<file path="src/fmsp_map.vh">
// Function
// - One buffer address: reads give receive holding register, writes give transmit register.
// - Received bytes pass through a holding register, so shifting continues before reading.
// - Transmit-done (ctrl bit 1) and receive-done (ctrl bit 0) cleared only by software.
// - Four modes: synchronous 8-bit, async 8-bit timer, async 9-bit fixed, async 9-bit timer.
// - Mode 0 is master: data on receive pin, shift clock on transmit pin, half-duplex.
// - Mode 0 buffer write shifts eight bits LSB first; transmit-done at eighth bit end.
// - Mode 0 receive starts when enable set and receive-done clear; done one cycle later.
// - Mode 0 shift clock is system clock over twelve; receive pin open-drain.
// - Mode 1 frame is start, eight data LSB first, stop; stop goes to ninth field.
// - Async buffer write starts a frame; transmit-done set at the start of stop bit.
// - Mode 1 loads only if receive-done clear and, with multiprocessor on, stop is 1.
// - Timer 2 overflows, or timer 1 overflows (every second one without double-speed), clock a divide-by-16 stage giving the bit rate.
// - Timer 1 rate uses double-speed, timebase select and reload byte; double-speed resets 0.
// - Timer 2 as baud source blocks its interrupt, counts system_clock/2 or external pin.
// - Timer 2 rate is system_clock over 32 times (65536 minus 16-bit reload).
// - Mode 2 frame is start, eight data, transmit ninth bit from ctrl bit 3, stop.
// - Mode 2 ninth bit goes to receive ninth field; stop ignored; multiprocessor gates on it.
// - Mode 2 bit rate is system_clock over 64, or over 32 with double-speed.
// - Interrupt requested, when enabled, while transmit-done or receive-done is set.
// - Mode 3 frames like mode 2, baud from timer overflows like mode 1.
`ifndef FMSP_MAP_VH
`define FMSP_MAP_VH
// Register addresses
`define FMSP_ADDR_CTRL    4'h0
`define FMSP_ADDR_DATA    4'h1
`define FMSP_ADDR_POWER   4'h2
`define FMSP_ADDR_CLKCTL  4'h3
`define FMSP_ADDR_T1RLD   4'h4
`define FMSP_ADDR_T2RLDL  4'h5
`define FMSP_ADDR_T2RLDH  4'h6
`define FMSP_ADDR_T2CTL   4'h7
`define FMSP_ADDR_IEN     4'h8
// Control register fields, then power, clock control and timer 2 control bits
`define FMSP_CTL_RXDONE   0
`define FMSP_CTL_TXDONE   1
`define FMSP_CTL_RX9      2
`define FMSP_CTL_TX9      3
`define FMSP_CTL_RXEN     4
`define FMSP_CTL_MPEN     5
`define FMSP_CTL_MODE_LO  6
`define FMSP_CTL_MODE_HI  7
`define FMSP_PWR_DBL      7
`define FMSP_CLK_T1FAST   4
`define FMSP_T2_CNTSEL    1
`define FMSP_T2_TXSEL     4
`define FMSP_T2_RXSEL     5
// Reset values
`define FMSP_RST_BYTE     8'h00
`define FMSP_RST_WORD     16'h0000
// Timing counts in system clocks; oversampling counts in 16x ticks
`define FMSP_M0_DIV       4'hC
`define FMSP_M0_LAST      4'hB
`define FMSP_M0_RISE      4'h6
`define FMSP_T1_PRE_LAST  4'hB
`define FMSP_OVS_LAST     4'hF
`define FMSP_OVS_HALF     4'h7
`endif

</file>
<file path="src/fmsp_baud_gen.v">
`timescale 1ns/100ps
`include "fmsp_map.vh"
// Baud tick source: 16x ticks for receive and transmit
module fmsp_baud_gen (
  input  wire        clk_sys,     // System clock
  input  wire        reset_n,     // Async reset, active low
  input  wire [1:0]  mode,        // Port mode
  input  wire        doubleSpeed, // Double-speed bit
  input  wire        t1Fast,      // Timer 1 timebase select
  input  wire [7:0]  t1Reload,    // Timer 1 reload byte
  input  wire [15:0] t2Reload,    // Timer 2 reload pair
  input  wire        rxT2,        // Receive uses timer 2
  input  wire        txT2,        // Transmit uses timer 2
  input  wire        t2Counter,   // Timer 2 counts external pin
  input  wire        t2Ext,       // Synchronised external input
  output wire        rxTick16,    // Receive 16x tick
  output wire        txTick16     // Transmit 16x tick
);
  reg [3:0]  t1Pre;
  reg [7:0]  t1Cnt;
  reg        t1Half;
  reg        t2Pre;
  reg        t2ExtPrev;
  reg [15:0] t2Cnt;
  reg [1:0]  m2Cnt;
  wire t1Inc = t1Fast | (t1Pre == `FMSP_T1_PRE_LAST);
  wire t1Ovf = t1Inc & (t1Cnt == 8'hFF);
  wire t1Tick = t1Ovf & (doubleSpeed | t1Half);
  wire t2Run = rxT2 | txT2;
  wire t2Inc = t2Run & (t2Counter ? (t2Ext & ~t2ExtPrev) : t2Pre);
  wire t2Ovf = t2Inc & (t2Cnt == 16'hFFFF);
  wire m2Tick = (m2Cnt == (doubleSpeed ? 2'h1 : 2'h3));
  // Ticks are 16x bit rate; the bit engines divide by 16
  assign rxTick16 = (mode == 2'h2) ? m2Tick : (rxT2 ? t2Ovf : t1Tick);
  assign txTick16 = (mode == 2'h2) ? m2Tick : (txT2 ? t2Ovf : t1Tick);
  // Timer 1: 8-bit auto-reload; odd overflows dropped without double-speed
  always @(posedge clk_sys or negedge reset_n) begin
    if (!reset_n) begin
      t1Pre  <= 4'h0;
      t1Cnt  <= 8'h00;
      t1Half <= 1'b0;
    end else begin
      t1Pre <= (t1Pre == `FMSP_T1_PRE_LAST) ? 4'h0 : t1Pre + 4'h1;
      if (t1Ovf) begin
        t1Cnt  <= t1Reload;
        t1Half <= ~t1Half;
      end else if (t1Inc) begin
        t1Cnt <= t1Cnt + 8'h01;
      end
    end
  end
  // Timer 2: 16-bit auto-reload, system_clock/2 or external rising edges
  always @(posedge clk_sys or negedge reset_n) begin
    if (!reset_n) begin
      t2Pre     <= 1'b0;
      t2ExtPrev <= 1'b0;
      t2Cnt     <= 16'h0000;
      m2Cnt     <= 2'h0;
    end else begin
      t2Pre     <= ~t2Pre;
      t2ExtPrev <= t2Ext;
      if (t2Ovf) begin
        t2Cnt <= t2Reload;
      end else if (t2Inc) begin
        t2Cnt <= t2Cnt + 16'h0001;
      end else if (!t2Run) begin
        // Parked at reload: counter is not software visible, first period must be full
        t2Cnt <= t2Reload;
      end
      m2Cnt <= m2Tick ? 2'h0 : m2Cnt + 2'h1;
    end
  end
endmodule // fmsp_baud_gen

</file>
<file path="src/fmsp_rx_async.v">
`timescale 1ns/100ps
`include "fmsp_map.vh"
// Asynchronous frame receiver with 16x oversampling
module fmsp_rx_async (
  input  wire       clk_sys,    // System clock
  input  wire       reset_n,    // Async reset, active low
  input  wire       rxIn,       // Synchronised receive line
  input  wire       tick16,     // 16x bit tick
  input  wire       enable,     // Receive enabled in async mode
  input  wire       nineBits,   // Frame carries a ninth bit
  output reg        frameDone,  // One-cycle pulse after stop sample
  output reg  [7:0] frameData,  // Received data byte
  output reg        frameNinth, // Received ninth bit
  output reg        frameStop   // Received stop bit
);
  localparam ST_IDLE  = 2'h0;
  localparam ST_START = 2'h1;
  localparam ST_BITS  = 2'h2;
  localparam ST_STOP  = 2'h3;
  reg [1:0] state;
  reg [3:0] ovs;
  reg [3:0] bitIdx;
  reg       rxPrev;
  wire [3:0] lastBit = nineBits ? 4'h8 : 4'h7;
  // Start on falling edge, verify at mid start bit, then sample centres
  always @(posedge clk_sys or negedge reset_n) begin
    if (!reset_n) begin
      state      <= ST_IDLE;
      ovs        <= 4'h0;
      bitIdx     <= 4'h0;
      rxPrev     <= 1'b1;
      frameDone  <= 1'b0;
      frameData  <= 8'h00;
      frameNinth <= 1'b0;
      frameStop  <= 1'b0;
    end else begin
      rxPrev    <= rxIn;
      frameDone <= 1'b0;
      case (state)
        ST_IDLE: begin
          ovs    <= 4'h0;
          bitIdx <= 4'h0;
          if (enable && rxPrev && !rxIn) begin
            state <= ST_START;
          end
        end
        ST_START: if (tick16) begin
          ovs <= ovs + 4'h1;
          if (ovs == `FMSP_OVS_HALF) begin
            ovs   <= 4'h0;
            state <= rxIn ? ST_IDLE : ST_BITS;
          end
        end
        ST_BITS: if (tick16) begin
          ovs <= ovs + 4'h1;
          if (ovs == `FMSP_OVS_LAST) begin
            if (bitIdx == 4'h8) begin
              frameNinth <= rxIn;
            end else begin
              frameData <= {rxIn, frameData[7:1]};
            end
            bitIdx <= bitIdx + 4'h1;
            if (bitIdx == lastBit) begin
              state <= ST_STOP;
            end
          end
        end
        ST_STOP: if (tick16) begin
          ovs <= ovs + 4'h1;
          if (ovs == `FMSP_OVS_LAST) begin
            frameStop <= rxIn;
            frameDone <= 1'b1;
            state     <= ST_IDLE;
          end
        end
        default: state <= ST_IDLE;
      endcase
    end
  end
endmodule // fmsp_rx_async

</file>
<file path="src/fmsp_serial_port.v">
// The placing of the registers and the address-and-strobe port were chosen for this implementation.
`timescale 1ns/100ps
`include "fmsp_map.vh"
// Four-mode serial port: register file, mode 0 shifter, async transmitter
module fmsp_serial_port (
  input  wire       clk_sys,       // System clock, 125 MHz
  input  wire       reset_n,       // Async reset, active low
  input  wire [3:0] regAddr,       // Register address
  input  wire [7:0] regWrData,     // Write data
  input  wire       regWr,         // Write strobe
  input  wire       regRd,         // Read strobe
  output reg  [7:0] regRdData,     // Read data, cycle after strobe
  input  wire       rxPin,         // Receive pin level
  output reg        rxPinOut,      // Receive pin drive value
  output reg        rxPinOeN,      // Receive pin enable, low drives
  output reg        txPin,         // Transmit pin / mode 0 clock
  input  wire       t2ExtPin,      // Timer 2 external input pin
  output reg        irq,           // Serial interrupt request
  output reg        t2IntBlock     // Timer 2 interrupt disabled
);
  // Mode 0 states
  localparam M0_IDLE = 2'h0;
  localparam M0_TX   = 2'h1;
  localparam M0_RX   = 2'h2;
  localparam M0_TAIL = 2'h3;

  // Software-visible registers
  reg [7:0]  serialCtl;
  reg [7:0]  rxBuf;
  reg [7:0]  txBuf;
  reg        doubleSpeed;
  reg        t1Fast;
  reg [7:0]  t1Reload;
  reg [15:0] t2Reload;
  reg        rxT2;
  reg        txT2;
  reg        t2Counter;
  reg        intEnable;

  // Pin synchronisers
  reg        rxMeta;
  reg        rxSync;
  reg        t2Meta;
  reg        t2Sync;

  // Mode 0 engine
  reg [1:0]  m0State;
  reg [3:0]  m0Phase;
  reg [2:0]  m0Bit;
  reg [7:0]  m0Shift;

  // Async transmitter
  reg        atBusy;
  reg [3:0]  atOvs;
  reg [3:0]  atIdx;
  reg [10:0] atShift;

  wire [1:0] mode = serialCtl[`FMSP_CTL_MODE_HI:`FMSP_CTL_MODE_LO];
  wire       isAsync = (mode != 2'h0);
  wire       nineBits = mode[1];
  wire       rxDone = serialCtl[`FMSP_CTL_RXDONE];
  wire       rxEn = serialCtl[`FMSP_CTL_RXEN];
  wire       mpEn = serialCtl[`FMSP_CTL_MPEN];

  wire       rxTick16;
  wire       txTick16;
  wire       frameDone;
  wire [7:0] frameData;
  wire       frameNinth;
  wire       frameStop;

  // Bus decode
  function isHit;
    input [3:0] a;
    input [3:0] target;
    begin
      isHit = (a == target);
    end
  endfunction

  wire wrCtl  = regWr & isHit(regAddr, `FMSP_ADDR_CTRL);
  wire wrData = regWr & isHit(regAddr, `FMSP_ADDR_DATA);

  // Baud timing from timers or fixed divider
  fmsp_baud_gen uBaud (
    .clk_sys     (clk_sys),
    .reset_n     (reset_n),
    .mode        (mode),
    .doubleSpeed (doubleSpeed),
    .t1Fast      (t1Fast),
    .t1Reload    (t1Reload),
    .t2Reload    (t2Reload),
    .rxT2        (rxT2),
    .txT2        (txT2),
    .t2Counter   (t2Counter),
    .t2Ext       (t2Sync),
    .rxTick16    (rxTick16),
    .txTick16    (txTick16)
  );

  // Asynchronous receiver, shift register separate from holding buffer
  fmsp_rx_async uRx (
    .clk_sys    (clk_sys),
    .reset_n    (reset_n),
    .rxIn       (rxSync),
    .tick16     (rxTick16),
    .enable     (rxEn & isAsync),
    .nineBits   (nineBits),
    .frameDone  (frameDone),
    .frameData  (frameData),
    .frameNinth (frameNinth),
    .frameStop  (frameStop)
  );

  // Two-flop synchronisers for pins from outside the clock domain
  always @(posedge clk_sys or negedge reset_n) begin
    if (!reset_n) begin
      rxMeta <= 1'b1;
      rxSync <= 1'b1;
      t2Meta <= 1'b0;
      t2Sync <= 1'b0;
    end else begin
      rxMeta <= rxPin;
      rxSync <= rxMeta;
      t2Meta <= t2ExtPin;
      t2Sync <= t2Meta;
    end
  end

  // Async receive acceptance: ninth bit or stop bit gates multiprocessor filter
  wire asyncGate = nineBits ? frameNinth : frameStop;
  wire asyncLoad = frameDone & isAsync & !rxDone & (!mpEn | asyncGate);

  // Mode 0 timing: low half then high half of a twelve-clock bit
  wire m0BitEnd = (m0Phase == `FMSP_M0_LAST);
  wire m0Rise = (m0Phase == `FMSP_M0_RISE);
  wire m0TxDone = (m0State == M0_TX) & m0BitEnd & (m0Bit == 3'h7);
  wire m0RxLoad = (m0State == M0_TAIL);

  // Async transmit: done flag at entry of stop bit
  wire [3:0] atLast = nineBits ? 4'hA : 4'h9;
  wire atBitEnd = atBusy & txTick16 & (atOvs == `FMSP_OVS_LAST);
  wire atTxDone = atBitEnd & ((atIdx + 4'h1) == atLast);

  wire setTxDone = m0TxDone | atTxDone;
  wire setRxDone = m0RxLoad | asyncLoad;

  // Control register; hardware set wins over a software clear
  always @(posedge clk_sys or negedge reset_n) begin
    if (!reset_n) begin
      serialCtl <= `FMSP_RST_BYTE;
    end else begin
      if (wrCtl) begin
        serialCtl <= regWrData;
      end
      if (asyncLoad) begin
        serialCtl[`FMSP_CTL_RX9] <= asyncGate;
      end
      if (setTxDone) begin
        serialCtl[`FMSP_CTL_TXDONE] <= 1'b1;
      end
      if (setRxDone) begin
        serialCtl[`FMSP_CTL_RXDONE] <= 1'b1;
      end
    end
  end

  // Holding register: only loaded when a frame is accepted
  always @(posedge clk_sys or negedge reset_n) begin
    if (!reset_n) begin
      rxBuf <= `FMSP_RST_BYTE;
    end else if (asyncLoad) begin
      rxBuf <= frameData;
    end else if (m0RxLoad) begin
      rxBuf <= m0Shift;
    end
  end

  // Remaining configuration registers
  always @(posedge clk_sys or negedge reset_n) begin
    if (!reset_n) begin
      txBuf       <= `FMSP_RST_BYTE;
      doubleSpeed <= 1'b0;
      t1Fast      <= 1'b0;
      t1Reload    <= `FMSP_RST_BYTE;
      t2Reload    <= `FMSP_RST_WORD;
      rxT2        <= 1'b0;
      txT2        <= 1'b0;
      t2Counter   <= 1'b0;
      intEnable   <= 1'b0;
    end else if (regWr) begin
      case (regAddr)
        `FMSP_ADDR_DATA:   txBuf <= regWrData;
        `FMSP_ADDR_POWER:  doubleSpeed <= regWrData[`FMSP_PWR_DBL];
        `FMSP_ADDR_CLKCTL: t1Fast <= regWrData[`FMSP_CLK_T1FAST];
        `FMSP_ADDR_T1RLD:  t1Reload <= regWrData;
        `FMSP_ADDR_T2RLDL: t2Reload[7:0] <= regWrData;
        `FMSP_ADDR_T2RLDH: t2Reload[15:8] <= regWrData;
        `FMSP_ADDR_T2CTL: begin
          rxT2      <= regWrData[`FMSP_T2_RXSEL];
          txT2      <= regWrData[`FMSP_T2_TXSEL];
          t2Counter <= regWrData[`FMSP_T2_CNTSEL];
        end
        `FMSP_ADDR_IEN:    intEnable <= regWrData[0];
        default: ;
      endcase
    end
  end

  // Read data one cycle after the strobe; unmapped reads give zero
  always @(posedge clk_sys or negedge reset_n) begin
    if (!reset_n) begin
      regRdData <= `FMSP_RST_BYTE;
    end else if (regRd) begin
      case (regAddr)
        `FMSP_ADDR_CTRL:   regRdData <= serialCtl;
        `FMSP_ADDR_DATA:   regRdData <= rxBuf;
        `FMSP_ADDR_POWER:  regRdData <= {doubleSpeed, 7'h00};
        `FMSP_ADDR_CLKCTL: regRdData <= {3'h0, t1Fast, 4'h0};
        `FMSP_ADDR_T1RLD:  regRdData <= t1Reload;
        `FMSP_ADDR_T2RLDL: regRdData <= t2Reload[7:0];
        `FMSP_ADDR_T2RLDH: regRdData <= t2Reload[15:8];
        `FMSP_ADDR_T2CTL:  regRdData <= {2'h0, rxT2, txT2, 2'h0, t2Counter, 1'b0};
        `FMSP_ADDR_IEN:    regRdData <= {7'h00, intEnable};
        default:           regRdData <= 8'h00;
      endcase
    end else begin
      regRdData <= 8'h00;
    end
  end

  // Mode 0 half-duplex master; transmit has priority over a pending receive
  always @(posedge clk_sys or negedge reset_n) begin
    if (!reset_n) begin
      m0State <= M0_IDLE;
      m0Phase <= 4'h0;
      m0Bit   <= 3'h0;
      m0Shift <= 8'h00;
    end else begin
      case (m0State)
        M0_IDLE: begin
          m0Phase <= 4'h0;
          m0Bit   <= 3'h0;
          if (!isAsync && wrData) begin
            m0Shift <= regWrData;
            m0State <= M0_TX;
          end else if (!isAsync && rxEn && !rxDone) begin
            m0State <= M0_RX;
          end
        end
        M0_TX: begin
          m0Phase <= m0BitEnd ? 4'h0 : m0Phase + 4'h1;
          if (m0BitEnd) begin
            m0Shift <= {1'b1, m0Shift[7:1]};
            m0Bit   <= m0Bit + 3'h1;
            if (m0Bit == 3'h7) begin
              m0State <= M0_IDLE;
            end
          end
        end
        M0_RX: begin
          m0Phase <= m0BitEnd ? 4'h0 : m0Phase + 4'h1;
          if (m0Rise) begin
            m0Shift <= {rxSync, m0Shift[7:1]};
          end
          if (m0BitEnd) begin
            m0Bit <= m0Bit + 3'h1;
            if (m0Bit == 3'h7) begin
              m0State <= M0_TAIL;
            end
          end
        end
        M0_TAIL: m0State <= M0_IDLE;
        default: m0State <= M0_IDLE;
      endcase
      // A switch to an async mode abandons any shift in flight
      if (isAsync) begin
        m0State <= M0_IDLE;
      end
    end
  end

  // Async transmitter: start, data LSB first, optional ninth bit, stop
  always @(posedge clk_sys or negedge reset_n) begin
    if (!reset_n) begin
      atBusy  <= 1'b0;
      atOvs   <= 4'h0;
      atIdx   <= 4'h0;
      atShift <= 11'h7FF;
    end else if (!atBusy) begin
      atOvs <= 4'h0;
      atIdx <= 4'h0;
      if (isAsync && wrData) begin
        atBusy <= 1'b1;
        // Mode 1 puts the stop level where the ninth bit would sit
        atShift <= {1'b1, (nineBits ? serialCtl[`FMSP_CTL_TX9] : 1'b1), regWrData, 1'b0};
      end
    end else if (txTick16) begin
      atOvs <= atOvs + 4'h1;
      if (atBitEnd) begin
        atShift <= {1'b1, atShift[10:1]};
        atIdx   <= atIdx + 4'h1;
        // At or past last: a mode change mid-frame must not wrap the index
        if (atIdx >= atLast) begin
          atBusy <= 1'b0;
        end
      end
    end
  end

  // Pin outputs, all registered
  always @(posedge clk_sys or negedge reset_n) begin
    if (!reset_n) begin
      txPin    <= 1'b1;
      rxPinOut <= 1'b0;
      rxPinOeN <= 1'b1;
    end else if (!isAsync) begin
      // Shift clock low for the first half of each bit
      txPin    <= (m0State == M0_TX || m0State == M0_RX) ? (m0Phase >= `FMSP_M0_RISE) : 1'b1;
      rxPinOut <= 1'b0;
      // Open-drain: pull low for a zero, release otherwise
      rxPinOeN <= !((m0State == M0_TX) && !m0Shift[0]);
    end else begin
      txPin    <= atBusy ? atShift[0] : 1'b1;
      rxPinOut <= 1'b0;
      rxPinOeN <= 1'b1;
    end
  end

  // Interrupt level and timer 2 interrupt block
  always @(posedge clk_sys or negedge reset_n) begin
    if (!reset_n) begin
      irq        <= 1'b0;
      t2IntBlock <= 1'b0;
    end else begin
      irq        <= intEnable & (serialCtl[`FMSP_CTL_TXDONE] | rxDone);
      t2IntBlock <= rxT2 | txT2;
    end
  end
endmodule // fmsp_serial_port

</file>
<file path="config.mk">
export PLATFORM = sky130hd
export DESIGN_NAME = fmsp_serial_port
export DESIGN_NICKNAME = d
export VERILOG_FILES = /design/src/fmsp_baud_gen.v /design/src/fmsp_rx_async.v /design/src/fmsp_serial_port.v
export VERILOG_INCLUDE_DIRS = /design/src /design/src/src
export SDC_FILE = /design/constraint.sdc
export NUM_CORES = 1
export LEC_CHECK = 0
export BUFFER_PORTS_ARGS = -buffer_cell sky130_fd_sc_hd__buf_2
export CAP_MARGIN = 20
export CORE_ASPECT_RATIO = 0.9
export CORE_UTILIZATION = 50
export CTS_CLUSTER_SIZE = 12
export DETAILED_ROUTE_END_ITERATION = 7
export GPL_TIMING_DRIVEN = 0
export PLACE_DENSITY = 0.69
export SETUP_SLACK_MARGIN = 0.1
export SLEW_MARGIN = 20
export SYNTH_ARGS = -nofsm -noshare
export SYNTH_HDL_FRONTEND = slang
export SYNTH_SLANG_ARGS = --single-unit
</file>
<file path="constraint.sdc">
create_clock -name clk_sys -period 2.25 [get_ports clk_sys]
set_clock_uncertainty 0.2 [all_clocks]
set_input_delay 0.45 -clock clk_sys [delete_from_list [all_inputs] [get_ports clk_sys]]
set_output_delay 0.45 -clock clk_sys [all_outputs]
set_load 0.05 [all_outputs]
</file>
==> results.json, run 1 <==
{
  "synth_area_sq_um": 7800,
  "synth_area_leaders": "dfrtp_1 (44%), mux2_2 (7.6%), dfstp_2 (5.1%)",
  "rsz0062_at_grt": "yes",
  "clock_latency_ns": 0.43,
  "grt.total_usage_pct": 26.8,
  "antenna_cells": 0,
  "drtPass1Iterations": 5,
  "finalInstanceArea_sq_um": 9790,
  "postSynthAreaPerCell_sq_um": 10.5,
  "synth_seq_cells": 153,
  "cpPeakStageDelay_ns": 0.41,
  "grt_pass1_wl_um": 32900,
  "drt_first_iter_violations": 500,
  "slew_viol_final": 0,
  "gp_congestion": 0.900,
  "nets": 877,
  "syn-num-nets": 782,
  "hold_viol_final": 0,
  "ir_drop_mv": 0.712,
  "worstSetupPathType": "flop to flop",
  "yosys.area.top_type": "dfrtp_1",
  "grt_pass1_vias": 6035,
  "netlist_instances": 745,
  "status": "complete, but fails checks",
  "synthArstFlopShare_pct": 100,
  "clk_pin_slew_ns": 0.07,
  "violations": "negative setup slack",
  "hold_class": "primary input to flop",
  "p_leak_nw": 4.13,
  "cts_root_buf": "clkbuf_16",
  "drive_above_1_share_pct": 31.8,
  "remaining_drc_errors": 0,
  "required_ns": 2.37,
  "placed_cell_area_sq_um": 8270,
  "maxSlewHeadroom_pct": 52.5,
  "setup_viol": 32,
  "reg_top3": "t2Reload (16), uBaud.t2Cnt (16), atShift (10)",
  "vias": 6323,
  "ys_top_cells_by_count": "dfrtp_1 (138), nand2_1 (79), mux2_2 (53), nor2_1 (52), o21ai_0 (41)",
  "dieArea_sq_um": 16100,
  "ant_nets": 0,
  "vias_per_cell": 6.02,
  "ios": 31,
  "cts_sinks": 153,
  "grt-ovfl-total": 0,
  "tightestPinTransition_ns": 0.710,
  "path_common_cell": "and3_4",
  "synthDistinctLibCells": 77,
  "synth_flop_cell": "dfrtp_1",
  "grt_max_degree": 100,
  "timing.final.crit_period_ns": 2.42,
  "num_rows": 42,
  "powerDensity_nw_per_um2": 1050,
  "cts_tree": "built",
  "numPortBuffers": 28,
  "crit_slowest_cell": "dfrtp_1",
  "timing.fmax_mhz": 414,
  "critical_path.startpoint_type": "flop",
  "cts_made_buffers": 17,
  "antenna_found_initial": 0,
  "seq_area_frac_synth_pct": 49.3,
  "setup_slack_ns": -0.167,
  "synth_top_area_share_pct": 44.3,
  "cp-end-kind": "flop",
  "routed_wl_um": 20500,
  "areaGrowthSynthToFinish_pct": 25.5,
  "fillers": 1098,
  "synth_edf_count": 0,
  "core_sq_um": 15000,
  "power_mw": 10.2,
  "worstPathCellList": "ha_4, and3_4, and3_4, nand4_1, buf_4, nand2_2, and3_4, buf_8, mux2_4",
  "yosysWarnings": 0,
  "clockBufferDepth": 2,
  "fin_crit_sh_pct": 107,
  "cp.arrival_ns": 2.53,
  "synth_most_common_cell": "dfrtp_1",
  "chipWidth_um": 134,
  "maxCapViolations": 0,
  "cp_max_fo": 8,
  "start_util_pct": 52.1,
  "place_hpwl_um": 13700,
  "die_y_um": 121,
  "routedWlPerCell_um": 19.5,
  "htreeDepth": 4
}
## where the power goes
part / total [mW] / leakage, nW / switching [mW] / internal (mW)
Sequential: 4.10 / 1.92 / 0.664 / 3.43
Clock: 3.20 / 0.321 / 1.21 / 2.00
Combinational: 2.95 / 1.89 / 1.64 / 1.31
## cell usage in the layout (no fill, tap or decap), drive strengths merged, types with 18 or more instances in the layout
master  synthesis  final
ha             19     19
buf            12     86
dfrtp         138    138
nand2          79     79
mux2           55     55
inv            21     26
nand3          30     30
o21ai          56     56
clkbuf         15     31
nor3           18     18
mux2i          32     32
nor2           52     52
a21oi          41     41
## worst max-delay path, delay by kind of cell (launching register included)
family / cells / cell delay, ns
DFF: 1 / 0.41
muxes: 1 / 0.31
buffers and inverters: 2 / 0.35
and+or+nand+nor: 5 / 0.88
adders and majority gates: 1 / 0.16
## worst paths after layout
check | from | endpoint | slack, ns | cells after the start
hold reg to reg | t2Meta$_DFF_PN0_ | t2Sync$_DFF_PN0_ | 0.15 | 0
min in group asynchronous | reset_n | uBaud.t2Cnt[0]$_DFFE_PN0P_ | 0.31 | 2
hold / removal | regRd | regRdData[7]$_DFF_PN0_ | 0.13 | 2
max in group asynchronous | reset_n | atShift[6]$_DFFE_PN1P_ | 0.69 | 3
setup reg to reg | uBaud.t2Cnt[1]$_DFFE_PN0P_ | uRx.frameData[2]$_DFFE_PN0P_ | -0.17 | 9
setup / recovery | uBaud.t2Cnt[1]$_DFFE_PN0P_ | uRx.frameData[2]$_DFFE_PN0P_ | -0.17 | 9
## area by class of cell
type                            instances  area [sq um]  share of cell area (%)
Timing Repair Buffer                   78           609                    6.22
Clock buffer                           17           425                    4.34
Clock inverter                         15           239                    2.44
Multi-Input combinational cell        544          4160                    42.5
Inverter                               21          78.8                   0.805
Tap cell                              198           248                    2.53
Sequential cell                       153          3850                    39.3
Buffer                                 25           180                    1.84
## timing repair
action	4_1_cts	5_1_grt
cloned	1	3
pin swaps	14	31
setup buffers	29	16
hold buffers	3	0
resized for setup	52	77
hold endpoints to repair	55	0
setup endpoints to repair	76	71
## stage by stage
| stage | instances | setup TNS (ns) | util, % | hold slack [ns] | setup slack, ns |
|---|---|---|---|---|---|
| finish | 1051 | -2.85 | 65.4 | 0.133 | -0.167 |
| detailed placement | 972 | -26.38 | 55.2 | 0.136 | -0.574 |
| CTS | 1035 | -3.45 | 62.7 | 0.116 | -0.210 |
| global placement | 971 | -257.23 | 54.9 | 0.143 | -1.63 |
| floorplan | 745 | -1.18 | - | -0.0456 | -0.108 |
| global route | 1051 | -6.13 | 65.4 | 0.120 | -0.227 |
## logic make-up after synthesis
group,after synthesis,synth area share [%]
DFF,153,49.3
muxes,90,12.9
other,1,0.0481
AOI/OAI and AO/OA,181,15.8
and+or+nand+nor,243,15.1
adders and majority gates,19,3.05
xor gates and xnor gates,10,1.12
buffers and inverters,48,2.61
## metal layers
metal	wire length, um	GRT usage (%)	share of wire (%)	up-vias
met1	9420	37.9	46	3200
met3	990	5.12	4.8	22
met2	9820	41.6	48	183
li1	-	-	-	2918
met4	274	8.45	1.3	0
met5	0	0	0	-
Note: power is estimated with default switching activity, not from simulation.
==> run 2: changes to the inputs <==
ABC_AREA = 1   (was not set)
CELL_PAD_IN_SITES_DETAIL_PLACEMENT = 1   (was not set)
CELL_PAD_IN_SITES_GLOBAL_PLACEMENT = 2   (was not set)
CORE_UTILIZATION = 41   (was 50)
PLACE_DENSITY = 0.85   (was 0.69)
clock period = 2.86 ns   (was 2.25 ns; I/O delays follow)
==> run 2 against run 1 <==
  * Largest cell class is now flip-flops and latches
  * Utilization down 17 points
  * Clock-buffer cell count up 8
  * The flow now finishes without violations
  * Largest power group unchanged
  * Synthesized cell count up 26%
  * Clock power down 27%
==> results.json, run 2 <==
{
  "yosysWarnings": 0,
  "antenna_cells": 0,
  "vias": 6531,
  "grt_pass1_vias": 6734,
  "drtPass1Iterations": 5,
  "finalInstanceArea_sq_um": 8890,
  "synth_flop_cell": "dfrtp_1",
  "synth_seq_cells": 153,
  "critical_path.startpoint_type": "flop",
  "drt_first_iter_violations": 340,
  "power_mw": 7.47,
  "syn-num-nets": 972,
  "ir_drop_mv": 0.415,
  "required_ns": 3.02,
  "synth_top_area_share_pct": 44.3,
  "seqCellArea_sq_um": 3850,
  "drive_above_1_share_pct": 12.6,
  "grt_pass1_wl_um": 36400,
  "fin_crit_sh_pct": 81.7,
  "maxCapViolations": 0,
  "remaining_drc_errors": 0,
  "final_common_cell": "nand2_1",
  "tightestPinTransition_ns": 0.579,
  "timing.final.crit_period_ns": 2.34,
  "hold_viol_final": 0,
  "dieArea_sq_um": 19600,
  "synth_edf_count": 0,
  "path_common_cell": "nand3_2",
  "synth_area_sq_um": 7790,
  "place_hpwl_um": 15900,
  "p_sw_mw": 2.69,
  "grt.total_usage_pct": 24.2,
  "clk_pin_slew_ns": 0.07,
  "cts_setup_buffers": 0,
  "die_y_um": 133,
  "cp.arrival_ns": 2.49,
  "seq_area_frac_synth_pct": 49.4,
  "finalHoldWorstSlack_ns": 0.0451,
  "rsz0062_at_grt": "no",
  "worstPathCellList": "ha_1, nand2_1, nor2_2, nand2_2, nor2_4, nand3_2, nand3_2, nand3_2, nor2_4, nand2_1, nand3_1",
  "mostFrequentLayoutCells": "nand2_1 (236), dfrtp_1 (138), inv_1 (116)",
  "synthArstFlopShare_pct": 100,
  "placed_cell_area_sq_um": 8280,
  "p_leak_nw": 4.36,
  "grt-ovfl-total": 0,
  "routedWlPerCell_um": 17.8,
  "setup_slack_ns": 0.523,
  "status": "finished, final reports clean",
  "intPower_mw": 4.78,
  "cts_root_buf": "clkbuf_16",
  "worstSetupPathType": "flop to flop",
  "cts_tree": "built",
  "fillers": 2254,
  "netlist_instances": 935,
  "final_util_pct": 48.0,
  "clock_latency_ns": 0.42,
  "maxSlewHeadroom_pct": 61.1,
  "hold_class": "primary input to flop",
  "chipWidth_um": 147,
  "antenna_found_initial": 0,
  "combPwrFrac_pct": 27.5,
  "num_rows": 47,
  "ant_nets": 0,
  "areaGrowthSynthToFinish_pct": 14.1,
  "gp_congestion": 0.849,
  "synth_area_leaders": "dfrtp_1 (44%), nand2_1 (11%), o21ai_0 (5.8%)",
  "synth_most_common_cell": "nand2_1",
  "ys_top_cells_by_count": "nand2_1 (236), dfrtp_1 (138), inv_1 (116), o21ai_0 (91), nand3_1 (78)",
  "ios": 31,
  "core_sq_um": 18500,
  "cp-end-kind": "flop",
  "sw_frac_of_total_pct": 36.0,
  "postSynthAreaPerCell_sq_um": 8.34,
  "powerDensity_nw_per_um2": 840,
  "seq_power_share_pct": 41.3,
  "crit_slowest_cell": "dfrtp_1",
  "ctsResizeCount": 0,
  "vias_per_cell": 5.26,
  "htreeDepth": 4,
  "cpPeakStageDelay_ns": 0.45,
  "start_util_pct": 42.1,
  "reg_top3": "t2Reload (16), uBaud.t2Cnt (16), atShift (10)",
  "grt_max_degree": 88,
  "cts_sinks": 153,
  "clockBufferDepth": 2,
  "fin_tns_setup_ns": 0,
  "synthDistinctLibCells": 52,
  "setup_viol": 0,
  "timing.fmax_mhz": 428,
  "post-place-ws_ns": 0.520,
  "instances_no_fill": 1242,
  "nets": 1021,
  "yosys.area.top_type": "dfrtp_1",
  "cp_max_fo": 6,
  "post-place-cells": 1209,
  "slew_viol_final": 0,
  "multi_input_area_sq_um": 3370,
  "routed_wl_um": 22100,
  "numPortBuffers": 28,
  "clockPowerShare_pct": 31.1,
  "cts_made_buffers": 17
}
-- run 2: changes by cell type in the layout (fill, tap and decap cells not counted), sizes merged, moves of 9 or more --
cell,before,now
nand2,79,246
inv,26,126
nand3,30,86
mux2,55,0
buf,86,40
o21ai,56,101
mux2i,32,1
nor2b,17,0
xor2,1,13
a22o,10,0
nand2b,10,0
o211ai,2,12
o22ai,7,17
a21oi,41,32
-- run 2: logic make-up after synthesis --
logic type,synth area share (%)
simple gates,24.2
compound gates,14.0
mux,0.128
fa+ha+maj,3.05
xor+xnor,1.80
other cells,0.0481
buf+inv,7.43
flops,49.4
-- run 2: path summary, 6_finish.rpt --
kind / cells after the start / from / to / slack (ns)
worst max register to register: 11 / uBaud.t2Cnt[0]$_DFFE_PN0P_ / serialCtl[1]$_DFFE_PN0P_ / 0.52
max in group asynchronous: 3 / reset_n / uRx.rxPrev$_DFF_PN1_ / 1.13
min in group asynchronous: 2 / reset_n / uBaud.t2Cnt[11]$_DFFE_PN0P_ / 0.49
worst min-delay path: 1 / rxPin / rxMeta$_DFF_PN1_ / 0.05
worst min register to register: 0 / rxMeta$_DFF_PN1_ / rxSync$_DFF_PN1_ / 0.15
worst max-delay path: 11 / uBaud.t2Cnt[0]$_DFFE_PN0P_ / serialCtl[1]$_DFFE_PN0P_ / 0.52
-- run 2: power groups by stage --
stage	logic, mW	registers, mW	clock network (mW)
after floorplan	1.44	3.05	0
after global placement	2.01	3.10	0
after detailed placement	2.06	3.11	0
after CTS	2.09	3.08	2.39
after global routing	2.35	3.16	2.47
final	2.06	3.09	2.33
-- run 2: area by class of cell --
cell class | instances | share of cell area (%)
buffer | 20 | 1.11
clock buffer | 25 | 5.46
clock inverter | 7 | 1.31
inverter | 128 | 5.40
multi-input combinational | 634 | 37.9
sequential | 153 | 43.3
tap | 245 | 3.45
timing repair buffer | 30 | 2.11
-- run 2: timing repair --
action | in CTS | in global routing
hold buffers | 1 | 0
endpoints found under the setup margin | 0 | 0
endpoints found under the hold margin | 64 | 0
-- run 2: routing by layer --
| layer | vias up | GRT usage (%) | share of wire [%] |
|---|---|---|---|
| li1 | 3207 | - | - |
| met1 | 3230 | 34.3 | 50 |
| met2 | 81 | 38.2 | 46 |
| met3 | 13 | 4.69 | 2.5 |
| met4 | 0 | 5.61 | 0.99 |
| met5 | - | 0 | 0 |
-- run 2: worst max-delay path: cells and delay by family, from the launching register on --
kind	cells	cell delay (ns)
and+or+nand+nor	10	1.41
adders and majority gates	1	0.20
DFF	1	0.45
==> run 3: changes to the inputs <==
CORE_UTILIZATION = 34   (was 41)
PLACE_DENSITY = 0.75   (was 0.85)
clock period = 2.1 ns   (was 2.86 ns; I/O delays follow)
==> run 3 against run 2 <==
  * Design area grew 7.5%
  * Power grew 40%
  * Sequential share of layout area fell by 3.0 points
  * First-iteration DRC count fell by 5.3%
  * Register-to-register slack lost 0.48 ns
  * Non-clock buffer count increased by 35
  * Die area is 20% higher
  * Largest cell class unchanged
  * Largest power group unchanged
==> results.json, run 3 (same netlist as run 2, synthesis figures left out) <==
{
  "status": "finished, final reports clean",
  "cts_sinks": 153,
  "fin_crit_sh_pct": 98.0,
  "drtPass1Iterations": 4,
  "slew_viol_final": 0,
  "finalInstanceArea_sq_um": 9560,
  "mostFrequentLayoutCells": "nand2_1 (220), dfrtp_1 (135), inv_1 (114)",
  "vias": 6757,
  "nets": 1056,
  "p_sw_mw": 3.92,
  "hold_viol_final": 0,
  "cp.arrival_ns": 2.17,
  "r2r-start": "uBaud.t2Cnt[0]$_DFFE_PN0P_",
  "cts_made_buffers": 17,
  "clk_pin_slew_ns": 0.07,
  "tightestPinTransition_ns": 0.584,
  "sw_frac_of_total_pct": 37.4,
  "final_common_cell": "nand2_1",
  "htreeDepth": 4,
  "intPower_mw": 6.57,
  "cp-end-kind": "flop",
  "grt_pass1_vias": 7098,
  "chipWidth_um": 162,
  "placed_cell_area_sq_um": 8370,
  "fin_tns_setup_ns": 0,
  "grt-ovfl-total": 0,
  "critPathBufInv": 1,
  "rsz0062_at_grt": "yes",
  "grt_max_degree": 62,
  "hold_class": "primary input to flop",
  "clock_latency_ns": 0.43,
  "ant_nets": 0,
  "cts_tree": "built",
  "ir_drop_mv": 0.506,
  "numPortBuffers": 28,
  "post-place-ws_ns": -0.263,
  "grt_pass1_wl_um": 39100,
  "ios": 31,
  "gp_congestion": 0.843,
  "routedWlPerCell_um": 17.9,
  "antenna_found_initial": 0,
  "worstHoldStart": "regWrData[0]",
  "remaining_drc_errors": 0,
  "seq_power_share_pct": 40.1,
  "drive_above_1_share_pct": 21.3,
  "routed_wl_um": 23700,
  "critical_path.startpoint_type": "flop",
  "drt_first_iter_violations": 322,
  "num_rows": 52,
  "dieArea_sq_um": 23500,
  "clockBufferDepth": 2,
  "cts_root_buf": "clkbuf_16",
  "worstSetupPathType": "flop to flop",
  "cp_top_family": "simple AND/OR/NAND/NOR gates",
  "place_hpwl_um": 16800,
  "die_y_um": 146,
  "timing.fmax_mhz": 486,
  "setup_slack_ns": 0.0422,
  "antenna_cells": 0,
  "worstPathCellList": "ha_4, nand2_4, nor2_4, nand2_4, nor2_4, nand3_4, nand3_4, nand4_4, buf_6, nand2_2, nand3_2",
  "grt.total_usage_pct": 21.5,
  "cpPeakStageDelay_ns": 0.40,
  "crit_slowest_cell": "dfrtp_2",
  "setup_viol": 0,
  "start_util_pct": 34.6,
  "areaGrowthSynthToFinish_pct": 22.6,
  "powerDensity_nw_per_um2": 1100,
  "maxSlewHeadroom_pct": 61.1,
  "critPathLaunch": "uBaud.t2Cnt[0]$_DFFE_PN0P_",
  "p_leak_nw": 4.67,
  "vias_per_cell": 5.09,
  "clockPowerShare_pct": 28.6,
  "required_ns": 2.21,
  "timing.final.crit_period_ns": 2.06,
  "combPwrFrac_pct": 31.3,
  "reg_top3": "t2Reload (16), uBaud.t2Cnt (16), atShift (10)",
  "core_sq_um": 22500,
  "cp_max_fo": 5,
  "maxCapViolations": 0
}
run 3: final timing paths:
| check | endpoint | slack [ns] | depth (start not counted) |
|---|---|---|---|
| hold reg to reg | t2Sync$_DFF_PN0_ | 0.16 | 0 |
| setup / recovery | atBusy$_DFF_PN0_ | 0.04 | 11 |
| setup reg to reg | atBusy$_DFF_PN0_ | 0.04 | 11 |
| min in group asynchronous | uBaud.t2Cnt[13]$_DFFE_PN0P_ | 0.25 | 2 |
| hold / removal | serialCtl[0]$_DFFE_PN0P_ | 0.04 | 3 |
| max in group asynchronous | uRx.rxPrev$_DFF_PN1_ | 0.76 | 3 |
run 3: metal layers:
metal	global-route usage [%]	routed length [um]	share of wire, %
met5	0	0	0
met3	3.05	599	2.5
met4	6.42	298	1.3
met1	31.3	11900	50
met2	32.8	10900	46
run 3: worst min-delay path, delay by kind of cell:
| family | cells | cell delay [ns] |
|---|---|---|
| AO/OA/AOI/OAI | 2 | 0.12 |
| buffers and inverters | 1 | 0.09 |
run 3: final cells by class:
type                       instances  area (sq um)
clock buffer                      23           488
buffer                            20           115
fill                            2697         13000
multi-input combinational        634          3670
timing repair buffer              65           508
tap                              297           372
sequential                       153          3850
clock inverter                     8          68.8
inverter                         128           483
run 3: power by group through the flow:
stage | registers (mW) | logic [mW] | clock network [mW]
2_1_floorplan | 4.16 | 1.96 | 0
3_3_place_gp | 4.22 | 2.77 | 0
3_5_place_dp | 4.24 | 2.84 | 0
4_1_cts | 4.20 | 3.14 | 3.07
5_1_grt | 4.30 | 3.72 | 3.19
6_report | 4.21 | 3.29 | 3.00
run 3: through the flow:
| step | power (mW) | std cells | utilization (%) | hold slack [ns] |
|---|---|---|---|---|
| floorplan | 6.12 | 935 | - | -0.0756 |
| global placement | 6.99 | 1260 | 36.9 | 0.145 |
| detailed placement | 7.08 | 1262 | 37.2 | 0.126 |
| CTS | 10.4 | 1319 | 41.8 | 0.0296 |
| global route | 11.2 | 1328 | 42.5 | 0.0434 |
| finish | 10.5 | 1328 | 42.5 | 0.0434 |
run 3: what timing repair did:
action | 4_1_cts | 5_1_grt
hold buffers | 3 | 0
gates resized for setup | 57 | 34
buffers inserted | 22 | 9
cloned | 1 | 0
pin swaps | 31 | 23
endpoints found under the hold margin | 36 | 0
endpoints found under the setup margin | 77 | 68
